File: config.mk
export PLATFORM = sky130hd
export DESIGN_NAME = acc_config
export DESIGN_NICKNAME = d
export VERILOG_FILES = /design/src/rtl/acc_pkg.sv /design/src/rtl/acc_clock_select.sv /design/src/rtl/acc_compare.sv /design/src/rtl/acc_config.sv
export SDC_FILE = /design/constraint.sdc
export NUM_CORES = 1
export LEC_CHECK = 0
export ABC_CLOCK_PERIOD_IN_PS = 7700
export BUFFER_PORTS_ARGS = -buffer_cell sky130_fd_sc_hd__buf_4
export CAP_MARGIN = 40
export CELL_PAD_IN_SITES_DETAIL_PLACEMENT = 0
export CELL_PAD_IN_SITES_GLOBAL_PLACEMENT = 2
export CORE_MARGIN = 2
export CORE_UTILIZATION = 32
export DETAILED_ROUTE_END_ITERATION = 7
export HOLD_SLACK_MARGIN = 0.02
export PLACE_DENSITY = 0.95
export SLEW_MARGIN = 20
export SYNTH_ARGS = -nofsm -noshare
export SYNTH_HDL_FRONTEND = slang
export SYNTH_SLANG_ARGS = --single-unit
File: constraint.sdc
create_clock -name clk -period 7.7 [get_ports clk]
set_input_delay 0.385 -clock clk [delete_from_list [all_inputs] [get_ports clk]]
set_output_delay 0.385 -clock clk [all_outputs]
set_load 0.005 [all_outputs]
File: src/rtl/acc_pkg.sv
// acc_pkg: shared constants, types and helpers of the converter configuration block
package acc_pkg;

    // bus geometry
    localparam int unsigned ACC_ADDR_W = 8;
    localparam int unsigned ACC_DATA_W = 32;

    // register byte offsets
    localparam logic [7:0] ACC_OFS_CMP_HIGH = 8'h00;
    localparam logic [7:0] ACC_OFS_CMP_LOW  = 8'h04;
    localparam logic [7:0] ACC_OFS_CONFIG   = 8'h08;
    localparam logic [7:0] ACC_OFS_PIN_LOW  = 8'h0C;
    localparam logic [7:0] ACC_OFS_PIN_MID  = 8'h10;
    localparam logic [7:0] ACC_OFS_CMP_CTRL = 8'h14;
    localparam logic [7:0] ACC_OFS_RESULT   = 8'h18;

    // configuration field positions
    localparam int unsigned ACC_CFG_LOW_POWER   = 7;
    localparam int unsigned ACC_CFG_DIV_HI      = 6;
    localparam int unsigned ACC_CFG_DIV_LO      = 5;
    localparam int unsigned ACC_CFG_LONG_SAMPLE = 4;
    localparam int unsigned ACC_CFG_MODE_HI     = 3;
    localparam int unsigned ACC_CFG_MODE_LO     = 2;
    localparam int unsigned ACC_CFG_CLK_HI      = 1;
    localparam int unsigned ACC_CFG_CLK_LO      = 0;

    // compare control field positions
    localparam int unsigned ACC_CTL_ENABLE  = 0;
    localparam int unsigned ACC_CTL_GREATER = 1;

    // implemented width of the compare-high register
    localparam int unsigned ACC_CMP_HIGH_W = 4;

    // values after reset
    localparam logic [7:0]  ACC_RST_REG8    = 8'h00;
    localparam logic [3:0]  ACC_RST_CMP_HI  = 4'h0;
    localparam logic [1:0]  ACC_RST_CTRL    = 2'h0;
    localparam logic [11:0] ACC_RST_RESULT  = 12'h000;
    localparam logic [15:0] ACC_RST_PINS    = 16'h0000;
    localparam logic [2:0]  ACC_RST_DIV_CNT = 3'h0;

    // bus responses
    localparam logic [1:0] ACC_RESP_OKAY   = 2'h0;
    localparam logic [1:0] ACC_RESP_SLVERR = 2'h2;

    // resolution modes
    typedef enum logic [1:0] {
        ACC_MODE_8  = 2'b00,
        ACC_MODE_12 = 2'b01,
        ACC_MODE_10 = 2'b10,
        ACC_MODE_RS = 2'b11
    } acc_mode_t;

    // divider source selection
    typedef enum logic [1:0] {
        ACC_SRC_BUS   = 2'b00,
        ACC_SRC_HALF  = 2'b01,
        ACC_SRC_ALT   = 2'b10,
        ACC_SRC_ASYNC = 2'b11
    } acc_src_t;

    // result bits that carry meaning in a given mode
    function automatic logic [11:0] acc_mode_mask(input logic [1:0] mode);
        logic [11:0] m;
        m = 12'h0FF;
        if (mode == ACC_MODE_12) begin
            m = 12'hFFF;
        end else if (mode == ACC_MODE_10) begin
            m = 12'h3FF;
        end
        return m;
    endfunction

    // terminal count of the divider, source pulses minus one
    function automatic logic [2:0] acc_div_last(input logic [1:0] sel);
        logic [2:0] t;
        t = 3'h0;
        case (sel)
            2'b01:   t = 3'h1;
            2'b10:   t = 3'h3;
            2'b11:   t = 3'h7;
            default: t = 3'h0;
        endcase
        return t;
    endfunction

endpackage

File: src/rtl/acc_clock_select.sv
// acc_clock_select: source selection and divider making the converter clock enable
`timescale 1ns/1ps
`default_nettype none
module acc_clock_select
    import acc_pkg::*;
(
    input  wire logic       clk,
    input  wire logic       srst,
    input  wire logic [1:0] input_clock_select,
    input  wire logic [1:0] clock_divide_select,
    input  wire logic       alternate_clock,
    input  wire logic       converter_async_clock,
    output logic            converter_clock_en
);

    typedef struct packed {
        logic       alt_s1;
        logic       alt_s2;
        logic       alt_s3;
        logic       asy_s1;
        logic       asy_s2;
        logic       asy_s3;
        logic       half;
        logic [2:0] cnt;
        logic       en;
    } acc_clk_state_t;

    acc_clk_state_t st;
    acc_clk_state_t next_st;
    logic           src_pulse;

    // source pulse, then count source pulses up to the divide ratio
    always_comb begin
        next_st        = st;
        next_st.alt_s1 = alternate_clock;
        next_st.alt_s2 = st.alt_s1;
        next_st.alt_s3 = st.alt_s2;
        next_st.asy_s1 = converter_async_clock;
        next_st.asy_s2 = st.asy_s1;
        next_st.asy_s3 = st.asy_s2;
        next_st.half   = ~st.half;
        case (acc_src_t'(input_clock_select)) // [RL9]
            ACC_SRC_BUS:   src_pulse = 1'b1;
            ACC_SRC_HALF:  src_pulse = st.half;
            ACC_SRC_ALT:   src_pulse = st.alt_s2 & ~st.alt_s3;
            ACC_SRC_ASYNC: src_pulse = st.asy_s2 & ~st.asy_s3;
            default:       src_pulse = 1'b0;
        endcase
        next_st.en = 1'b0;
        if (src_pulse) begin
            // a lowered ratio takes effect at once rather than after a long wrap
            if (st.cnt >= acc_div_last(clock_divide_select)) begin // [RL6]
                next_st.cnt = ACC_RST_DIV_CNT;
                next_st.en  = 1'b1;
            end else begin
                next_st.cnt = st.cnt + 3'h1;
            end
        end
    end

    // external clocks are only sampled, so they must stay well below clk / 2
    always_ff @(posedge clk) begin
        if (srst) begin
            st <= '0;
        end else begin
            st <= next_st;
        end
    end

    assign converter_clock_en = st.en;

endmodule
`default_nettype wire

File: src/rtl/acc_compare.sv
// acc_compare: mode-dependent compare value, condition and difference
`timescale 1ns/1ps
`default_nettype none
module acc_compare
    import acc_pkg::*;
(
    input  wire logic [1:0]  conversion_mode,
    input  wire logic [3:0]  compare_value_high,
    input  wire logic [7:0]  compare_value_low,
    input  wire logic        compare_greater_select,
    input  wire logic [11:0] raw_result,
    output logic             compare_hit,
    output logic [11:0]      compare_diff,
    output logic [11:0]      masked_result
);

    logic [11:0] mask;
    logic [11:0] value;
    logic        below;

    // assemble the compare value from the halves the mode uses
    always_comb begin
        mask  = acc_mode_mask(conversion_mode);
        value = {4'h0, compare_value_low}; // [RL4] [RL3]
        if (conversion_mode == ACC_MODE_12) begin
            value = {compare_value_high, compare_value_low}; // [RL1]
        end else if (conversion_mode == ACC_MODE_10) begin
            value = {2'h0, compare_value_high[1:0], compare_value_low}; // [RL2]
        end
        masked_result = raw_result & mask;
        below         = masked_result < value;
        compare_hit   = compare_greater_select ? ~below : below; // [RL13]
        // result plus two's complement of value, kept to the mode width
        compare_diff  = (masked_result + ~value + 12'h001) & mask; // [RL14]
    end

endmodule
`default_nettype wire

File: src/rtl/acc_config.sv
// acc_config: register file, compare capture and pin handover of the converter
// How it works
// RL1 - 12-bit: high register holds four upper bits
// RL2 - 10-bit: high register bits 1:0 used
// RL3 - 8-bit: high register ignored in compare
// RL4 - low register gives compare bits 7:0
// RL5 - config bit 7: 0 speed, 1 low power
// RL6 - config bits 6:5 divide by 1/2/4/8
// RL7 - config bit 4 picks long sample time
// RL8 - bits 3:2: 00 8, 01 12, 10 10-bit
// RL9 - bits 1:0: bus, half, alternate, async clock
// RL10 - low pin register bit n is channel n
// RL11 - mid pin register bit n is channel 8+n
// RL12 - pin bit 1 hands pin to analogue
// RL13 - greater select: 0 below, 1 at-or-above
// RL14 - store only on hit, result minus value
// RL15 - handed pins: high-Z, read zero, no pull-up
// RL16 - all registers reset to zero
// RL17 - compare-high upper bits read zero, ignore writes
//
// Local design decisions: the register offsets and the AXI4-Lite register port.
`timescale 1ns/1ps
`default_nettype none
module acc_config
    import acc_pkg::*;
(
    input  wire logic                  clk,
    input  wire logic                  srst,

    // axi4-lite slave
    input  wire logic [ACC_ADDR_W-1:0] s_axi_awaddr,
    input  wire logic                  s_axi_awvalid,
    output logic                       s_axi_awready,
    input  wire logic [ACC_DATA_W-1:0] s_axi_wdata,
    input  wire logic [3:0]            s_axi_wstrb,
    input  wire logic                  s_axi_wvalid,
    output logic                       s_axi_wready,
    output logic [1:0]                 s_axi_bresp,
    output logic                       s_axi_bvalid,
    input  wire logic                  s_axi_bready,
    input  wire logic [ACC_ADDR_W-1:0] s_axi_araddr,
    input  wire logic                  s_axi_arvalid,
    output logic                       s_axi_arready,
    output logic [ACC_DATA_W-1:0]      s_axi_rdata,
    output logic [1:0]                 s_axi_rresp,
    output logic                       s_axi_rvalid,
    input  wire logic                  s_axi_rready,

    // converter core
    input  wire logic                  conv_done,
    input  wire logic [11:0]           conv_result,
    input  wire logic                  alternate_clock,
    input  wire logic                  converter_async_clock,
    output logic                       low_power_select,
    output logic                       long_sample_select,
    output logic [1:0]                 conversion_mode,
    output logic                       converter_clock_en,
    output logic                       result_update,

    // port logic and pads, channels 0 to 15
    input  wire logic [15:0]           port_out,
    input  wire logic [15:0]           port_oe_n,
    input  wire logic [15:0]           port_pullup,
    input  wire logic [15:0]           pad_in,
    output logic [15:0]                pad_out,
    output logic [15:0]                pad_oe_n,
    output logic [15:0]                pad_pullup,
    output logic [15:0]                port_in,
    output logic [15:0]                analog_select
);

    typedef struct packed {
        logic                  awready;
        logic                  aw_held;
        logic [ACC_ADDR_W-1:0] aw_addr;
        logic                  wready;
        logic                  w_held;
        logic [7:0]            w_data;
        logic                  w_lane0;
        logic                  bvalid;
        logic [1:0]            bresp;

        logic                  arready;
        logic                  rvalid;
        logic [ACC_DATA_W-1:0] rdata;
        logic [1:0]            rresp;

        logic [3:0]            cmp_high;
        logic [7:0]            cmp_low;
        logic [7:0]            config_reg;
        logic [7:0]            pin_low;
        logic [7:0]            pin_mid;
        logic [1:0]            cmp_ctrl;

        logic [11:0]           result;
        logic                  result_update;

        logic [15:0]           pad_s1;
        logic [15:0]           pad_s2;

        logic [15:0]           pad_out;
        logic [15:0]           pad_oe_n;
        logic [15:0]           pad_pullup;
        logic [15:0]           port_in;
    } acc_state_t;

    acc_state_t  st;
    acc_state_t  next_st;

    logic        cmp_hit;
    logic [11:0] cmp_diff;
    logic [11:0] cmp_masked;
    logic [15:0] handed;

    // channel n of the low register, channel 8+n of the mid one
    assign handed = {st.pin_mid, st.pin_low}; // [RL10] [RL11]

    acc_clock_select u_clock_select (
        .clk                   (clk),
        .srst                  (srst),
        .input_clock_select    (st.config_reg[ACC_CFG_CLK_HI:ACC_CFG_CLK_LO]),
        .clock_divide_select   (st.config_reg[ACC_CFG_DIV_HI:ACC_CFG_DIV_LO]),
        .alternate_clock       (alternate_clock),
        .converter_async_clock (converter_async_clock),
        .converter_clock_en    (converter_clock_en)
    );

    acc_compare u_compare (
        .conversion_mode        (st.config_reg[ACC_CFG_MODE_HI:ACC_CFG_MODE_LO]),
        .compare_value_high     (st.cmp_high),
        .compare_value_low      (st.cmp_low),
        .compare_greater_select (st.cmp_ctrl[ACC_CTL_GREATER]),
        .raw_result             (conv_result),
        .compare_hit            (cmp_hit),
        .compare_diff           (cmp_diff),
        .masked_result          (cmp_masked)
    );

    // whole-block next state
    always_comb begin
        next_st = st;

        // write address and data are taken independently, in either order
        if (s_axi_awvalid && st.awready) begin
            next_st.aw_held = 1'b1;
            next_st.aw_addr = s_axi_awaddr;
        end

        if (s_axi_wvalid && st.wready) begin
            next_st.w_held  = 1'b1;
            next_st.w_data  = s_axi_wdata[7:0];
            next_st.w_lane0 = s_axi_wstrb[0];
        end

        if (st.bvalid && s_axi_bready) begin
            next_st.bvalid = 1'b0;
        end

        // commit only once the previous response has drained
        if (st.aw_held && st.w_held && !st.bvalid) begin
            next_st.aw_held = 1'b0;
            next_st.w_held  = 1'b0;
            next_st.bvalid  = 1'b1;
            next_st.bresp   = ACC_RESP_OKAY;

            if (st.aw_addr == ACC_OFS_CMP_HIGH) begin
                if (st.w_lane0) begin
                    // only four bits exist, the rest are dropped
                    next_st.cmp_high = st.w_data[ACC_CMP_HIGH_W-1:0]; // [RL17]
                end
            end else if (st.aw_addr == ACC_OFS_CMP_LOW) begin
                if (st.w_lane0) begin
                    next_st.cmp_low = st.w_data;
                end
            end else if (st.aw_addr == ACC_OFS_CONFIG) begin
                if (st.w_lane0) begin
                    next_st.config_reg = st.w_data; // [RL5] [RL7] [RL8]
                end
            end else if (st.aw_addr == ACC_OFS_PIN_LOW) begin
                if (st.w_lane0) begin
                    next_st.pin_low = st.w_data;
                end
            end else if (st.aw_addr == ACC_OFS_PIN_MID) begin
                if (st.w_lane0) begin
                    next_st.pin_mid = st.w_data;
                end
            end else if (st.aw_addr == ACC_OFS_CMP_CTRL) begin
                if (st.w_lane0) begin
                    next_st.cmp_ctrl = st.w_data[1:0];
                end
            end else if (st.aw_addr == ACC_OFS_RESULT) begin
                // read-only, write is accepted and has no effect
                next_st.bresp = ACC_RESP_OKAY;
            end else begin
                next_st.bresp = ACC_RESP_SLVERR;
            end
        end
        next_st.awready = ~next_st.aw_held;
        next_st.wready  = ~next_st.w_held;

        // read channel, one outstanding read
        if (st.rvalid && s_axi_rready) begin
            next_st.rvalid = 1'b0;
        end

        if (s_axi_arvalid && st.arready) begin
            next_st.rvalid = 1'b1;
            next_st.rresp  = ACC_RESP_OKAY;
            next_st.rdata  = '0;

            if (s_axi_araddr == ACC_OFS_CMP_HIGH) begin
                next_st.rdata[3:0] = st.cmp_high; // [RL17]
            end else if (s_axi_araddr == ACC_OFS_CMP_LOW) begin
                next_st.rdata[7:0] = st.cmp_low;
            end else if (s_axi_araddr == ACC_OFS_CONFIG) begin
                next_st.rdata[7:0] = st.config_reg;
            end else if (s_axi_araddr == ACC_OFS_PIN_LOW) begin
                next_st.rdata[7:0] = st.pin_low;
            end else if (s_axi_araddr == ACC_OFS_PIN_MID) begin
                next_st.rdata[7:0] = st.pin_mid;
            end else if (s_axi_araddr == ACC_OFS_CMP_CTRL) begin
                next_st.rdata[1:0] = st.cmp_ctrl;
            end else if (s_axi_araddr == ACC_OFS_RESULT) begin
                next_st.rdata[11:0] = st.result;
            end else begin
                next_st.rresp = ACC_RESP_SLVERR;
            end
        end
        next_st.arready = ~next_st.rvalid;

        // capture a finished conversion, filtered by the compare when enabled
        next_st.result_update = 1'b0;

        if (conv_done) begin
            if (!st.cmp_ctrl[ACC_CTL_ENABLE]) begin
                next_st.result        = cmp_masked;
                next_st.result_update = 1'b1;
            end else if (cmp_hit) begin
                next_st.result        = cmp_diff; // [RL14]
                next_st.result_update = 1'b1;
            end
        end

        // pad synchroniser, second stage is the only reader of the first
        next_st.pad_s1 = pad_in;
        next_st.pad_s2 = st.pad_s1;

        // handed pins lose port drive, port read and pull-up
        next_st.pad_out    = port_out;
        next_st.pad_oe_n   = port_oe_n | handed; // [RL12] [RL15]
        next_st.pad_pullup = port_pullup & ~handed; // [RL15]
        next_st.port_in    = st.pad_s2 & ~handed; // [RL15]
    end

    // every control bit clears on reset, selecting bus clock, divide 1, 8-bit
    always_ff @(posedge clk) begin
        if (srst) begin
            st            <= '0;

            st.awready    <= 1'b1;
            st.wready     <= 1'b1;
            st.arready    <= 1'b1;

            st.cmp_high   <= ACC_RST_CMP_HI; // [RL16]
            st.cmp_low    <= ACC_RST_REG8; // [RL16]
            st.config_reg <= ACC_RST_REG8; // [RL16]
            st.pin_low    <= ACC_RST_REG8; // [RL16]
            st.pin_mid    <= ACC_RST_REG8; // [RL16]

            st.cmp_ctrl   <= ACC_RST_CTRL;
            st.result     <= ACC_RST_RESULT;
            st.pad_oe_n   <= 16'hFFFF;
        end else begin
            st <= next_st;
        end
    end

    // outputs straight from the state register
    assign s_axi_awready      = st.awready;
    assign s_axi_wready       = st.wready;
    assign s_axi_bvalid       = st.bvalid;
    assign s_axi_bresp        = st.bresp;
    assign s_axi_arready      = st.arready;
    assign s_axi_rvalid       = st.rvalid;
    assign s_axi_rdata        = st.rdata;
    assign s_axi_rresp        = st.rresp;

    assign low_power_select   = st.config_reg[ACC_CFG_LOW_POWER]; // [RL5]
    assign long_sample_select = st.config_reg[ACC_CFG_LONG_SAMPLE]; // [RL7]

    assign conversion_mode    = st.config_reg[ACC_CFG_MODE_HI:ACC_CFG_MODE_LO]; // [RL8]

    assign result_update      = st.result_update;

    assign pad_out            = st.pad_out;
    assign pad_oe_n           = st.pad_oe_n;
    assign pad_pullup         = st.pad_pullup;
    assign port_in            = st.port_in;
    assign analog_select      = handed; // [RL12]

endmodule
`default_nettype wire

Word level (Yosys, flattened, before mapping)
Index checks and enable logic that the tools add are counted.
W data, S select, Z words.
{"block": "op_classes", "addsub": 3, "magnitude_cmp": 2, "eq_ne": 21, "muxes": 47, "bitwise_logic": 23, "reduce_logical": 21}
{"cell": "$eq A8 B5 Y1 const B", "count": 6}
{"cell": "$mux W10", "count": 4}
{"cell": "$mux W8", "count": 5}
{"cell": "$mux W12", "count": 3}
{"cell": "$mux W35", "count": 1}
{"cell": "$and A16 B16 Y16", "count": 2}
{"cell": "$eq A8 B4 Y1 const B", "count": 4}
{"cell": "$mux W2", "count": 15}
{"cell": "$mux W13", "count": 2}
{"cell": "$and A12 B12 Y12", "count": 2}
{"cell": "$mux W4", "count": 5}
{"cell": "$eq A8 B3 Y1 const B", "count": 2}
{"cell": "$logic_not A8 Y1", "count": 2}
{"cell": "$not A16 Y16", "count": 1}
{"cell": "$or A16 B16 Y16", "count": 1}
{"cell": "$not A1 Y1", "count": 14}
{"cell": "$add A12 B1 Y12 const B", "count": 1}
{"cell": "$add A12 B12 Y12", "count": 1}
{"cell": "$lt A12 B12 Y1", "count": 1}
{"cell": "$not A12 Y12", "count": 1}
{"cell": "$eq A2 B2 Y1 const B", "count": 5}
{"cell": "$mux W3", "count": 3}
{"cell": "$mux W9", "count": 1}
{"cell": "$pmux W3 S3", "count": 1}
{"cell": "19 further kinds", "count": 34}
{"block": "word_totals", "reg_bits": 198, "in_bits": 138, "wordCells": 153}

Depth between registers and ports, before layout
Gate-level depths: netlist (run 1).
{"block": "depth", "depth_word": 10, "mapped_depth": 12, "depth_no_buf": 10}

Hierarchy
Synthesis (run 1) repeated with hierarchy kept, for this count alone.
{"block": "unflattened", "cells_unflattened": 913, "area_unflattened_um2": 8562.0}
{"module": "acc_config", "n_inst": 1, "cells_each": 770, "area_per_inst_um2": 7408.4, "seq_area_each_um2": 3703.6}
{"module": "acc_compare", "n_inst": 1, "cells_each": 94, "area_per_inst_um2": 684.4, "seq_area_each_um2": 0.0}
{"module": "acc_clock_select", "n_inst": 1, "cells_each": 49, "area_per_inst_um2": 469.2, "seq_area_each_um2": 220.2}

Worst setup path before layout (run 1)
OpenSTA, ideal clock, no wires.
{"block": "synth_path", "kind": "register to register", "startpoint": "reg st (netlist bit conversion_mode[0])", "endpoint": "reg st[108] in the netlist's numbering", "arrival_time_ns": 2.538, "path_slack_ns": 5.082, "path_stages_with_launch": 11, "path_buffers": 0, "cell_sequence": "dfxtp_1 -> inv_1 -> ha_1 -> nor2b_1 -> ha_1 -> a21oi_1 -> o21ai_0 -> a2111o_1 -> a31oi_4 -> a41oi_2 -> a211oi_2"}
{"block": "synth_via", "elab_chain_cells": 9, "elab_cells_between_ends": 18, "cone_classes": "add/sub (2); order compare (1); eq/ne (3); mux (7); bitwise (4); reduce/logical (1)"}
{"element": "start: declaration", "line": "acc_config.sv:107", "source": "acc_state_t st;"}
{"element": "start signal: assignment", "line": "acc_config.sv:274", "source": "st <= next_st;"}
{"element": "$eq A2 B2 Y1", "line": "acc_pkg.sv:68, acc_compare.sv:27"}
{"element": "$mux W10 (on tied branches)", "line": "acc_pkg.sv:68, acc_compare.sv:27"}
{"element": "$mux W12 (on tied branches)", "line": "acc_pkg.sv:66, acc_compare.sv:25"}
{"element": "$and A12 B12 Y12 / $not A12 Y12 (equally long branches)", "line": "acc_compare.sv:30, acc_compare.sv:34"}
{"element": "$add A12 B12 Y12 / $lt A12 B12 Y1 (equally long branches)", "line": "acc_compare.sv:34, acc_compare.sv:31"}
{"element": "$add A12 B1 Y12 / $not A1 Y1 (equally long branches)", "line": "acc_compare.sv:34, acc_compare.sv:32"}
{"element": "$and A12 B12 Y12 / $mux W1 (equally long branches)", "line": "acc_compare.sv:34, acc_compare.sv:32"}
{"element": "$mux W13 / $ne A2 B1 Y1 (equally long branches)"}
{"element": "$mux W13 / $reduce_and A2 Y1 (equally long branches)"}
Several ways; a longest one is shown, not always the timed one. The select of a mux whose other input is x is not followed.
A chain may end at the register's enable or synchronous reset.

Worst setup path after layout (run 1)
{"block": "layout_path", "startpoint": "reg st (netlist bit conversion_mode[0])", "endpoint": "reg st[107] in the netlist's numbering"}
Same word-level chain as after synthesis.

==> results summary, run 1 <==
The post-synthesis cell type with the largest combined area is sky130_fd_sc_hd__dfxtp_1. Setup repair after global routing left no endpoint under its margin. The register area share after synthesis is ~46%. The most used flip-flop cell after synthesis is sky130_fd_sc_hd__dfxtp_1. The via total after detailed routing came out at about 6200. The tree is rooted in a sky130_fd_sc_hd__clkbuf_16. The number of global-route vias before repair is 5824. The buffer count from post-CTS setup fixing came out at 0. The synthesized design contains between 150 and 200 register bits. The total count of max-transition violations in the final report came out at 0. Setup violations remaining at the end of the flow were counted as 0.

The fraction of post-synthesis cell area in the top cell type by area came out at 46.4%. The number of synthesized flops with an enable pin came out at 0. The number of antenna-violating nets in the routed design is 0. The number of hold buffers added after cts is 0.

The number of antenna violations at the first check in global routing is 0. Routability-driven placement finished with a final weighted congestion of 0.862. The final wirelength is 21.6 mm. The number of standard cells after synthesis is 913. In this run the count of I/O pins placed on the die edge is 265.

At the end of the flow the core is filled with cells to 39.1%. The highest fanout seen on the critical path is 11. The detailed-route DRC error count is 0. TritonCTS built the clock tree. The number of clock buffers added by TritonCTS is 17.

The total number of yosys warnings is 0. The number of cells in the design after placement is between 1000 and 1500. The aggregate global routing overflow is 0. The average footprint of a synthesized cell is 9.26 sq um. The reported net switching power came out at 523 uW. In this design, the critical path's most frequently occurring cell is sky130_fd_sc_hd__ha_1. Measured along the y axis, the die boundary spans between 150 and 200 um.

The number of DRC markers after the initial detailed-route iteration came out at between 300 and 400. The horizontal extent of the die came out at 167 um. The power share of the sequential group came out at 49.2%. The total number of nets in the final design came out at 1171. The number of gates resized after CTS is 0. The number of buffers on the longest clock path is 2. Entering global routing, the biggest net connects 118 pins. The internal portion of the total power is around 1700 uW. The worst endpoint required time came out at roughly 8 ns. The maximum VDD drop is 0.132 mV. The area of the core region came out at 0.0260 sq mm. For this run, the detailed router's first-pass iteration total came to 4.

The count of antenna diodes in the layout came out at 0. The clock network is responsible for between 40% and 50% of the overall power. At the worst endpoint, the arrival time is 3.65 ns.

The initial standard-cell utilization of the core is 32.5%. The mean routed wirelength per cell came out at 15.9 um. The static leakage came out at 0.00414 uW.

The wire length of the first global-routing pass is between 30 and 40 mm. The number of buffers and inverters on the critical path is 1. The final number of hold-violating endpoints came out at 0. Clock skew on the completed layout was measured at 0.0115 ns. The startpoint type of the worst setup path is a flip-flop. The signal on the critical path passes through inv_1, ha_1, nor2b_1, ha_1, a21oi_1, o21ai_0, a21boi_0, nand3_1, a221oi_1, nor3_1. In the routed layout, each cell is associated on average with a via count of 4.59.

Derived from the worst setup path, the maximum achievable clock frequency is between 200 and 300 MHz. The proportion of total power due to net switching is 24.0%. Subtracting the final worst setup slack from the clock period gives 3.34 ns. The area of the die is 0.0277 sq mm. The final worst-path cycle share came out at 43.4%. STA classifies the critical path endpoint as a flip-flop. The final cell count without fillers came out at 1362. Buffers placed on the I/O ports in this run total between 200 and 250.

Max-cap violations in this run came to 0. The flow ran to the end, and the final reports show no timing, DRC or antenna violations. The clock-pin slew reported for the worst setup and hold paths after clock tree synthesis came out at 0.08 ns.

In this run the tightest slew margin relative to its limit is 46.7%. The number of clock sinks came out at 196. Counting flops with an async set or reset pin after synthesis yields a share of 0%.

The number of library cell types mapped by synthesis is between 60 and 70. The detailed placement HPWL came out at 15.8 mm. The setup total negative slack is 0 ns.

The share of power burned in combinational logic is 8.6%. The kind of cell with the highest combined delay along the critical path is compound AO/OA/AOI/OAI gates. The type of the most critical hold path is primary input to flip-flop. The signed area change from the synthesized netlist to the final layout came out at 20.2%.

The area of the mapped netlist is 0.00845 sq mm. The aggregate global-route resource usage came out at approximately 15%. The worst setup path is of the flip-flop to flip-flop kind. The largest individual stage delay along the critical path comes from the cell sky130_fd_sc_hd__dfxtp_1. The clock latency on the worst-skew pair came out at roughly 0.42 ns. In the final layout, the share of cells above drive strength 1 is 26.2%. CTS built an H-tree with a depth of 4. For this design the ratio of total power to cell area is between 200 and 250 mW/mm^2. The row count is 59. Ranked by total cell area, the synthesized netlist is headed by sky130_fd_sc_hd__dfxtp_1 (46%), sky130_fd_sc_hd__buf_4 (10%), sky130_fd_sc_hd__nor2b_1 (4.3%).

For the pin with the worst max-slew slack, the measured transition is 0.800 ns. The largest incremental delay on the critical path is 0.50 ns.
-- cell usage after synthesis (3+ instances only) --
library cell,count
sky130_fd_sc_hd__clkbuf_1,30
sky130_fd_sc_hd__nor3b_1,34
sky130_fd_sc_hd__buf_1,3
sky130_fd_sc_hd__o211ai_1,5
sky130_fd_sc_hd__dfxtp_1,196
sky130_fd_sc_hd__a221oi_1,7
sky130_fd_sc_hd__mux2i_1,32
sky130_fd_sc_hd__a21boi_0,3
sky130_fd_sc_hd__o221ai_1,3
sky130_fd_sc_hd__a22oi_1,7
sky130_fd_sc_hd__and2_1,5
sky130_fd_sc_hd__inv_1,22
sky130_fd_sc_hd__nand2b_1,9
sky130_fd_sc_hd__a211oi_1,6
sky130_fd_sc_hd__a21oi_1,51
sky130_fd_sc_hd__nor3_1,18
sky130_fd_sc_hd__nor2_1,74
sky130_fd_sc_hd__buf_4,118
sky130_fd_sc_hd__a21o_1,3
sky130_fd_sc_hd__nor4_1,3
sky130_fd_sc_hd__nand4_1,5
sky130_fd_sc_hd__a2111oi_0,3
sky130_fd_sc_hd__o21ai_0,21
sky130_fd_sc_hd__o22ai_1,4
sky130_fd_sc_hd__ha_1,18
sky130_fd_sc_hd__nand3b_1,6
sky130_fd_sc_hd__o21a_1,4
sky130_fd_sc_hd__nor2b_1,58
sky130_fd_sc_hd__xnor2_1,6
sky130_fd_sc_hd__or3_1,20
sky130_fd_sc_hd__nand2_1,85
sky130_fd_sc_hd__a32oi_1,3
sky130_fd_sc_hd__nand3_1,6
-- sequential cells by signal, indices dropped and copies added (netlist names), 2 cells and up --
register / flops
pad_pullup: 16
next_st: 16
conversion_mode: 2
pad_out: 16
u_clock_select.next_st: 4
analog_select: 16
s_axi_rdata: 12
pad_oe_n: 16
port_in: 16
u_clock_select.st: 6
st: 65
-- worst register-to-register path: stages, from the launching register on --
cell	delay [ns]
sky130_fd_sc_hd__dfxtp_1	0.50
sky130_fd_sc_hd__inv_1	0.09
sky130_fd_sc_hd__ha_1	0.37
sky130_fd_sc_hd__nor2b_1	0.20
sky130_fd_sc_hd__ha_1	0.32
sky130_fd_sc_hd__a21oi_1	0.29
sky130_fd_sc_hd__o21ai_0	0.20
sky130_fd_sc_hd__a21boi_0	0.24
sky130_fd_sc_hd__nand3_1	0.42
sky130_fd_sc_hd__a221oi_1	0.51
sky130_fd_sc_hd__nor3_1	0.10
-- layout make-up --
| class | instances | area (sq um) |
|---|---|---|
| fill | 2630 | 15800 |
| sequential | 196 | 3920 |
| multi-input combinational | 559 | 3460 |
| timing repair buffer | 218 | 1660 |
| clock buffer | 19 | 453 |
| tap | 335 | 419 |
| clock inverter | 13 | 165 |
| inverter | 22 | 82.6 |
-- path summary, 6_finish.rpt --
kind	slack, ns	to	startpoint	cells after the start
worst max-delay path	4.36	st[107]	conversion_mode[0]	10
worst min-delay path	0.14	pad_oe_n[3]	port_oe_n[3]	2
worst max register to register	4.36	st[107]	conversion_mode[0]	10
worst min register to register	0.42	u_clock_select.st[4]	u_clock_select.st[4]	1
-- kinds of logic (layout without fill, tap and decap cells) --
group | Yosys count | in the layout | share of synthesized area [%]
AOI/OAI and AO/OA | 143 | 143 | 11.8
DFF | 196 | 196 | 46.4
muxes | 32 | 32 | 3.79
and+or+nand+nor | 335 | 335 | 20.6
other | 1 | 22 | 0.0444
buffers and inverters | 179 | 272 | 13.6
adders and majority gates | 19 | 19 | 2.90
xor gates and xnor gates | 8 | 8 | 0.829
-- layer usage --
metal	up-vias	track usage (%)	routed length (um)
met5	-	0	0
met4	0	3.37	235
met3	13	3.23	1100
met2	164	25.2	10400
met1	2910	20.0	9900
li1	3162	-	-
-- power by group through the flow --
stage	Combinational, uW	Sequential, uW	Clock (uW)
final	188	1070	922
after global routing	209	1080	992
after CTS	188	1070	944
after detailed placement	188	1100	0
after global placement	186	1100	0
after floorplan	129	1090	0
-- metrics by stage --
| step | hold slack (ns) | total power (uW) | setup slack (ns) | area, sq um |
|---|---|---|---|---|
| after global placement | 0.402 | 1280 | 4.39 | 9520 |
| after global routing | 0.114 | 2280 | 4.10 | 10200 |
| after floorplan | 0.394 | 1220 | 5.08 | 8530 |
| final | 0.140 | 2180 | 4.36 | 10200 |
| after detailed placement | 0.406 | 1290 | 4.32 | 9520 |
| after CTS | 0.122 | 2210 | 4.31 | 10100 |
-- cells in the final DEF (no fill, tap or decap), types with 3 or more instances in the layout --
master                       Yosys  layout
sky130_fd_sc_hd__a2111oi_0       3       3
sky130_fd_sc_hd__a211oi_1        6       6
sky130_fd_sc_hd__a21boi_0        3       3
sky130_fd_sc_hd__a21o_1          3       3
sky130_fd_sc_hd__a21oi_1        51      51
sky130_fd_sc_hd__a221oi_1        7       7
sky130_fd_sc_hd__a22oi_1         7       7
sky130_fd_sc_hd__a32oi_1         3       3
sky130_fd_sc_hd__and2_1          5       5
sky130_fd_sc_hd__buf_4         118     216
sky130_fd_sc_hd__clkbuf_16       0      17
sky130_fd_sc_hd__clkinvlp_4      0       3
sky130_fd_sc_hd__conb_1          1      22
sky130_fd_sc_hd__dfxtp_1       196     196
sky130_fd_sc_hd__ha_1           18      18
sky130_fd_sc_hd__inv_1          22      22
sky130_fd_sc_hd__inv_6           0       3
sky130_fd_sc_hd__mux2i_1        32      32
sky130_fd_sc_hd__nand2_1        85      85
sky130_fd_sc_hd__nand2b_1        9       9
sky130_fd_sc_hd__nand3_1         6       6
sky130_fd_sc_hd__nand3b_1        6       6
sky130_fd_sc_hd__nand4_1         5       5
sky130_fd_sc_hd__nor2_1         74      74
sky130_fd_sc_hd__nor2b_1        58      58
sky130_fd_sc_hd__nor3_1         18      18
sky130_fd_sc_hd__nor3b_1        34      34
sky130_fd_sc_hd__nor4_1          3       3
sky130_fd_sc_hd__o211ai_1        5       5
sky130_fd_sc_hd__o21a_1          4       4
sky130_fd_sc_hd__o21ai_0        21      21
sky130_fd_sc_hd__o221ai_1        3       3
sky130_fd_sc_hd__o22ai_1         4       4
sky130_fd_sc_hd__or3_1          20      20
sky130_fd_sc_hd__xnor2_1         6       6
Note: power is estimated with default switching activity, not from simulation.
==> run 2: changes to the inputs <==
--- a/config.mk
+++ b/config.mk
@@ -5,16 +5,16 @@
 export SDC_FILE = /design/constraint.sdc
 export NUM_CORES = 1
 export LEC_CHECK = 0
-export ABC_CLOCK_PERIOD_IN_PS = 7700
+export ABC_CLOCK_PERIOD_IN_PS = 2710
 export BUFFER_PORTS_ARGS = -buffer_cell sky130_fd_sc_hd__buf_4
 export CAP_MARGIN = 40
 export CELL_PAD_IN_SITES_DETAIL_PLACEMENT = 0
 export CELL_PAD_IN_SITES_GLOBAL_PLACEMENT = 2
 export CORE_MARGIN = 2
-export CORE_UTILIZATION = 32
+export CORE_UTILIZATION = 27
 export DETAILED_ROUTE_END_ITERATION = 7
 export HOLD_SLACK_MARGIN = 0.02
-export PLACE_DENSITY = 0.95
+export PLACE_DENSITY = 0.88
 export SLEW_MARGIN = 20
 export SYNTH_ARGS = -nofsm -noshare
 export SYNTH_HDL_FRONTEND = slang
==> constraint.sdc (replaced) <==
create_clock -name clk -period 2.71 [get_ports clk]
set_input_delay 0.1355 -clock clk [delete_from_list [all_inputs] [get_ports clk]]
set_output_delay 0.1355 -clock clk [all_outputs]
set_load 0.005 [all_outputs]
==> run 2 against run 1 <==
- total power grew to 2.8 times the previous value
- setup slack worse by 4.3 ns
- largest power group unchanged
- global-route usage down 1.0 points
- first-iteration DRC count is 22% lower
- combinational power grew to 3.5 times the previous value
- maximum frequency increased by 27%
- utilization fell by 2.2 points
- non-clock buffer count is 109 higher
- highest routed layer unchanged
- cell count is 13% higher
- sequential share of layout area fell by 4.0 points
- clock-buffer cell count fell by 2
==> results summary, run 2 (synthesis results as in run 1) <==
Result of the run: complete, no violations (unchanged). The type of the most critical hold path is primary input to flip-flop (unchanged). The number of antenna-violating nets in the routed design is 0 (unchanged). The flip-flop count of the largest register, all copies and words added came to 65 (unchanged). The total of endpoints with negative setup slack in the final report is 0 (unchanged). The clock root buffer master is sky130_fd_sc_hd__clkbuf_16 (unchanged). The number of global-route vias before repair came out at 6651 (was 5824). The detailed placement HPWL came out at 17.0 mm (was 15.8 mm). The aggregate global-route resource usage came out at 14.0% (was 15.1%). The critical hold path startpoint is conv_result[4] (was port_oe_n[3]). The critical register-to-register path startpoint is conversion_mode[0] (unchanged).

The detailed-route DRC error count is 0 (unchanged). The register-to-register setup slack came out at 0.09 ns (was 4.36 ns). The H-tree depth reported by CTS was 4 (unchanged). The setup total negative slack was 0 ns (unchanged). The slew of the pin with the lowest slew margin is 0.688 ns (was 0.800 ns). The number of antenna violations at the first check in global routing came out at 1 (was 0). The fraction of layout instances using a drive strength above 1 came out at 27.1% (was 26.2%).

The kind of end point of the critical path is a flip-flop (unchanged). The most common cell after layout, fill and taps aside is sky130_fd_sc_hd__buf_4 (unchanged). The vertical extent of the die came to 181 um (was 167 um).

The number of buffers on the longest clock path is 2 (unchanged). The first-pass detailed-route iteration total is 4 (unchanged). The clock latency on the worst-skew pair came out at 0.43 ns (was 0.42 ns). The routability congestion estimate came out at 0.854 (was 0.862). The number of buffers created by CTS came out at 17 (unchanged). The destination of the worst register-to-register timing path is st[108] (was st[107]). The clock-pin slew reported for the worst setup and hold paths after clock tree synthesis is 0.07 ns (was 0.08 ns). The startpoint type of the worst setup path was a flip-flop (unchanged).

The per-cell via count in the routed design came out at 4.40 (was 4.59). The count of port buffers added during placement was 215 (unchanged). The power density of the placed cells is 546 mW/mm^2 (was 215 mW/mm^2). The area of the core region came out at 0.0307 sq mm (was 0.0260 sq mm). The number of cells in the design after placement came out at 1408 (was 1329). The worst setup path category is flip-flop to flip-flop (unchanged). The area of the die came out at 0.0327 sq mm (was 0.0277 sq mm). The aggregate global routing overflow is 0 (unchanged). The initial standard-cell utilization of the core is 27.5% (was 32.5%). The horizontal extent of the die came out at 181 um (was 167 um).

The fmax is 381 MHz (was 299 MHz). Leading cell types in the layout, fill and taps excluded: sky130_fd_sc_hd__buf_4 (239), sky130_fd_sc_hd__dfxtp_1 (194), sky130_fd_sc_hd__nand2_1 (85), sky130_fd_sc_hd__dlygate4sd3_1 (85), sky130_fd_sc_hd__nor2_1 (74) (was sky130_fd_sc_hd__buf_4 (216), sky130_fd_sc_hd__dfxtp_1 (196), sky130_fd_sc_hd__nand2_1 (85)). The critical path data arrival time is 2.97 ns (was 3.65 ns).

The maximum VDD drop came to 0.462 mV (was 0.132 mV). The number of top-level pins came to 265 (unchanged). The signed area change from the synthesized netlist to the final layout is 34.1% (was 20.2%).

The final total power is 6190 uW (was 2180 uW). The most flop-heavy register is st (unchanged). The maximum clock skew at final layout is 0.0115 ns (about the same). The highest fanout seen on the critical path came out at 4 (was 11). The final number of hold-violating endpoints came out at 0 (unchanged). The total number of nets in the final design came to 1280 (was 1171).

The static leakage came out at 0.00461 uW (was 0.00414 uW). The final cell count without fillers came out at 1533 (was 1362). The total of max-cap violations came out at 0 (unchanged). The TritonCTS clock tree is done (unchanged).

The via total after detailed routing came out at 6741 (was 6249). The largest net degree at the start of global routing was 86 (was 118). The final wirelength came out at 23.8 mm (was 21.6 mm). The total count of max-transition violations in the final report is 0 (unchanged). The worst endpoint required time came out at 3.06 ns (was 8.00 ns). The number of clock sinks is 196 (unchanged). The relative slew slack came out at 53.7% (was 46.7%). The final worst-path cycle share came out at 96.9% (was 43.4%). The final critical-path required period is 2.62 ns (was 3.34 ns). Setup repair after global routing missed its margin: yes (was no). The worst hold path endpoint was st[101] (was pad_oe_n[3]). The row count is 64 (was 59). The mean routed wirelength per cell was 15.5 um (was 15.9 um). The number of DRC markers after the initial detailed-route iteration is 311 (was 399).

The wire length of the first global-routing pass came to 36.3 mm (was 33.2 mm). The worst hold path stage count came out at 3 (was 2). The path depth of the worst reg2reg path is 11 (was 10).
==> run 2: changes by cell type in the layout (fill, tap and decap cells not counted), sizes merged <==
cell | previous run | this run
buf | 218 | 242
bufinv | 2 | 0
dlygate4sd3 | 0 | 85
clkinvlp | 3 | 1
clkinv | 3 | 8
clkbuf | 19 | 17
inv | 27 | 28
diode | 0 | 1
==> run 2: per-stage QoR <==
step | instance area, sq um | hold slack [ns] | utilization [%] | setup WS, ns
detailed placement | 9750 | 0.322 | 31.7 | -0.00719
finish | 11300 | 0.0600 | 36.9 | 0.0851
global placement | 9750 | 0.321 | 31.7 | 0.0614
floorplan | 8530 | 0.238 | - | 0.0923
global route | 11300 | 0.0512 | 36.9 | -0.0327
CTS | 11200 | 0.0495 | 36.4 | 0.0388
==> run 2: critical path, stage by stage (launching register included) <==
cell and delay, ns:
sky130_fd_sc_hd__dfxtp_2 0.36, sky130_fd_sc_hd__inv_1 0.08, sky130_fd_sc_hd__ha_4 0.25, sky130_fd_sc_hd__nor2b_2 0.13, sky130_fd_sc_hd__ha_1 0.27, sky130_fd_sc_hd__a21oi_2 0.19, sky130_fd_sc_hd__o21ai_1 0.12, sky130_fd_sc_hd__a2111o_1 0.46
sky130_fd_sc_hd__buf_4 0.17, sky130_fd_sc_hd__a31oi_4 0.18, sky130_fd_sc_hd__a41oi_2 0.13, sky130_fd_sc_hd__a211oi_2 0.22
==> run 2: worst max-delay path by stage <==
stage,depth (start not counted),from,to
5_1_grt,11,conversion_mode[0],st[108]
4_1_cts,10,conversion_mode[1],st[102]
3_3_place_gp,10,conversion_mode[0],st[100]
2_1_floorplan,10,conversion_mode[0],st[108]
6_report,11,conversion_mode[0],st[108]
3_5_place_dp,10,conversion_mode[0],st[108]
==> run 2: report_power, final <==
part	switching, uW	internal, uW	total [uW]
sequential	63.0	2990	3050
clock	1240	1230	2480
combinational	287	374	661
total	1590	4600	6190
==> run 2: final cells by class <==
cell class | instances | area, sq um
multi-input cells | 559 | 3550
fillers | 3113 | 19400
repair buffers | 327 | 2700
well taps | 396 | 495
inverters | 22 | 82.6
flip-flops and latches | 196 | 3930
clock inverters | 15 | 158
clock buffers | 17 | 425
diodes | 1 | 2.50
==> run 2: metal layers <==
| layer | track usage (%) | routed length [um] | part of all wire, % | vias to the layer above |
|---|---|---|---|---|
| met5 | 0 | 0 | 0 | - |
| met4 | 4.91 | 451 | 1.9 | 0 |
| met3 | 2.06 | 1080 | 4.5 | 26 |
| met2 | 24.2 | 11400 | 48 | 205 |
| met1 | 17.9 | 10900 | 46 | 3126 |
| li1 | - | - | - | 3384 |
==> run 2: timing repair <==
action / CTS / global route
setup buffers: 0 / 7
hold endpoints to repair: 86 / 0
gates resized for setup: 0 / 22
setup endpoints to repair: 4 / 12
pin swaps: 1 / 9
hold buffers: 85 / 0
==> run 3: changes to the inputs <==
--- a/config.mk
+++ b/config.mk
@@ -10,6 +10,7 @@
 export CAP_MARGIN = 40
 export CELL_PAD_IN_SITES_DETAIL_PLACEMENT = 0
 export CELL_PAD_IN_SITES_GLOBAL_PLACEMENT = 2
+export CORE_ASPECT_RATIO = 2
 export CORE_MARGIN = 2
 export CORE_UTILIZATION = 27
 export DETAILED_ROUTE_END_ITERATION = 7
==> run 3 against run 2 <==
- hold slack about the same
- global-route usage grew 1.6 points
- total power rose by 2.8%
- critical endpoint is now st[105]
- critical path type unchanged
- highest routed layer unchanged
- clock skew is 0.0025 ns lower
- largest cell class unchanged
- setup slack got worse by 0.056 ns
- sequential cell count unchanged
- combinational power rose by 2%
- utilization up 0.91 points
==> results summary, run 3 (synthesis results as in run 1) <==
The type of the most critical hold path was primary input to flip-flop (unchanged). The standard cell with the maximum stage delay on the critical path was sky130_fd_sc_hd__a2111o_1 (unchanged). The signed area change from the synthesized netlist to the final layout is 37.9% (was 34.1%). The number of buffers on the longest clock path came to 2 (unchanged). The final cell count without fillers is 1579 (was 1533). The total number of nets in the final design is 1305 (was 1280). The number of global-route vias before repair came out at 6938 (was 6651). The number of cells in the design after placement is 1453 (was 1408). The worst setup path category is flip-flop to flip-flop (unchanged). The count of fill cells added during filler insertion is 3087 (was 3113).

The TritonCTS clock tree is done (unchanged). The static leakage came out at 0.00476 uW (was 0.00461 uW). The highest fanout seen on the critical path is 3 (was 4). The path depth of the worst reg2reg path came out at 9 (was 11). The final total power came out at 6370 uW (was 6190 uW). The total count of max-transition violations in the final report came out at 0 (unchanged).

The fmax came out at 373 MHz (was 381 MHz). Setup repair after global routing missed its margin: yes (unchanged). The total of endpoints with negative setup slack in the final report is 0 (unchanged).

The slew of the pin with the lowest slew margin is 0.780 ns (was 0.688 ns). The row count came to 91 (was 64). The clock-pin slew reported for the worst setup and hold paths after clock tree synthesis is 0.07 ns (about the same). The count of antenna diodes in the layout came out at 0 (was 1). The detailed placement HPWL came out at 19.2 mm (was 17.0 mm). The met2 track demand over resource is 31.5% (was 24.2%). The startpoint type of the worst setup path is a flip-flop (unchanged). The post-route cell area is 0.0117 sq mm (was 0.0113 sq mm). The most used routing layer is met2 (unchanged).

The critical path data arrival time was 3.03 ns (was 2.97 ns). The power density of the placed cells is 546 mW/mm^2 (about the same). The largest net degree at the start of global routing is 101 (was 86).

The per-cell via count in the routed design was 4.38 (was 4.40). The footprint of the multi-input gates came out at 0.00361 sq mm (was 0.00355 sq mm). The clock latency on the worst-skew pair is 0.44 ns (was 0.43 ns). The horizontal extent of the die came out at 129 um (was 181 um). The total of max-cap violations is 0 (unchanged). The number of buffers created by CTS is 17 (unchanged). The relative slew slack is 48.0% (was 53.7%).

The aggregate global-route resource usage came to 15.6% (was 14.0%). The flip-flop count of the largest register, all copies and words added was 65 (unchanged). The met1 global-route usage is 14.0% (was 17.9%). The maximum clock skew at final layout is 0.00900 ns (was 0.0115 ns).

The final critical-path required period was 2.68 ns (was 2.62 ns). The mean routed wirelength per cell is 16.3 um (was 15.5 um). The via total after detailed routing came out at 6919 (was 6741).

The maximum VDD drop is 0.380 mV (was 0.462 mV). The worst endpoint required time came out at 3.06 ns (about the same). The number of antenna violations at the first check in global routing was 0 (was 1). Result of the run: complete, no violations (unchanged). The final wirelength is 25.8 mm (was 23.8 mm). The worst hold path stage count is 3 (unchanged). The aggregate global routing overflow is 0 (unchanged).

The area of the die is 0.0328 sq mm (was 0.0327 sq mm). Cell-by-cell listing of the critical path: ha_4, inv_2, fa_2, a211oi_4, o21ai_2, a2111o_1, o211ai_1, a22oi_1, o41ai_2 (was inv_1, ha_4, nor2b_2, ha_1, a21oi_2, o21ai_1, a2111o_1, buf_4, a31oi_4, a41oi_2, a211oi_2). The initial standard-cell utilization of the core is 27.4% (was 27.5%). The count of port buffers added during placement came out at 215 (unchanged).

The area of the core region came out at 0.0309 sq mm (was 0.0307 sq mm). The kind of end point of the critical path was a flip-flop (unchanged). Leading cell types in the layout, fill and taps excluded: sky130_fd_sc_hd__buf_4 (263), sky130_fd_sc_hd__dfxtp_1 (193), sky130_fd_sc_hd__dlygate4sd3_1 (86) (was sky130_fd_sc_hd__buf_4 (239), sky130_fd_sc_hd__dfxtp_1 (194), sky130_fd_sc_hd__nand2_1 (85), sky130_fd_sc_hd__dlygate4sd3_1 (85), sky130_fd_sc_hd__nor2_1 (74)).

The fraction of layout instances using a drive strength above 1 came out at 29.0% (was 27.1%). The first-pass detailed-route iteration total is 4 (unchanged). The number of clock sinks is 196 (unchanged). The number of top-level pins is 265 (unchanged). The fraction of the core area covered by cells at the end of the flow is 37.8% (was 36.9%). The H-tree depth reported by CTS came out at 4 (unchanged). The wire length of the first global-routing pass is 38.2 mm (was 36.3 mm). The most flop-heavy register is st (unchanged). The number of antenna-violating nets in the routed design is 0 (unchanged). The register area is 0.00394 sq mm (was 0.00393 sq mm).

The met3 global-route usage was 2.81% (was 2.06%). The clock root buffer master is sky130_fd_sc_hd__clkbuf_16 (unchanged). The detailed-route DRC error count came out at 0 (unchanged). The final worst-path cycle share came to 98.9% (was 96.9%). The number of DRC markers after the initial detailed-route iteration is 329 (was 311). The largest incremental delay on the critical path is 0.49 ns (was 0.46 ns). The most common cell after layout, fill and taps aside was sky130_fd_sc_hd__buf_4 (unchanged). The final number of hold-violating endpoints is 0 (unchanged).

The routability congestion estimate came to 0.831 (was 0.854). The vertical extent of the die is 254 um (was 181 um). The instance area after placement was 0.00995 sq mm (was 0.00975 sq mm).
[run 3: cell count changes in the layout (fill, tap and decap cells not counted), sizes merged]
| cell | before | now |
|---|---|---|
| buf | 242 | 266 |
| diode | 1 | 0 |
| dlygate4sd3 | 85 | 86 |
| clkinv | 8 | 3 |
| inv | 28 | 27 |
| clkbuf | 17 | 20 |
| bufinv | 0 | 3 |
[run 3: report_power, final]
group	switching, uW	internal (uW)
Sequential	59.8	2990
Combinational	292	381
Clock	1150	1500
[run 3: area by class of cell]
| cell class | count | area share [%] |
|---|---|---|
| tap | 418 | 4.49 |
| inverter | 22 | 0.709 |
| timing repair buffer | 352 | 24.8 |
| sequential | 196 | 33.8 |
| clock buffer | 20 | 3.83 |
| clock inverter | 12 | 1.43 |
| multi-input combinational | 559 | 31.0 |
[run 3: worst paths after layout]
kind | from | end | slack [ns]
worst max register to register | st[135] | st[105] | 0.03
worst max-delay path | st[135] | st[105] | 0.03
worst min-delay path | conv_result[6] | st[103] | 0.06
worst min register to register | u_clock_select.st[4] | u_clock_select.st[4] | 0.41
[run 3: worst max-delay path, delay by kind of cell, from the launching register on]
family	cells	cell delay (ns)
AO/OA/AOI/OAI	6	1.63
adder cells (fa/ha/maj)	2	0.57
buffers and inverters	1	0.04
flip-flops	1	0.37
[run 3: per-stage QoR]
| step | hold WS [ns] | TNS, ns | setup slack, ns |
|---|---|---|---|
| after floorplan | 0.238 | 0 | 0.0923 |
| after global placement | 0.320 | -0.288 | -0.0696 |
| after detailed placement | 0.323 | -1.04 | -0.122 |
| after CTS | 0.0447 | 0 | 0.0165 |
| after global routing | 0.0872 | -0.405 | -0.109 |
| final | 0.0600 | 0 | 0.0286 |
[run 3: repair_timing]
action                                 4_1_cts  5_1_grt
endpoints found under the hold margin       87        0
pin swaps                                    3       18
setup endpoints to repair                   12       12
gates resized for setup                      9       25
setup buffers                                1        8
hold buffers                                86        0
[run 3: layer usage]
layer / wire (um) / vias to the layer above
met5: 0 / -
met4: 1300 / 0
met3: 997 / 44
met2: 14800 / 209
met1: 8710 / 3238
li1: - / 3428
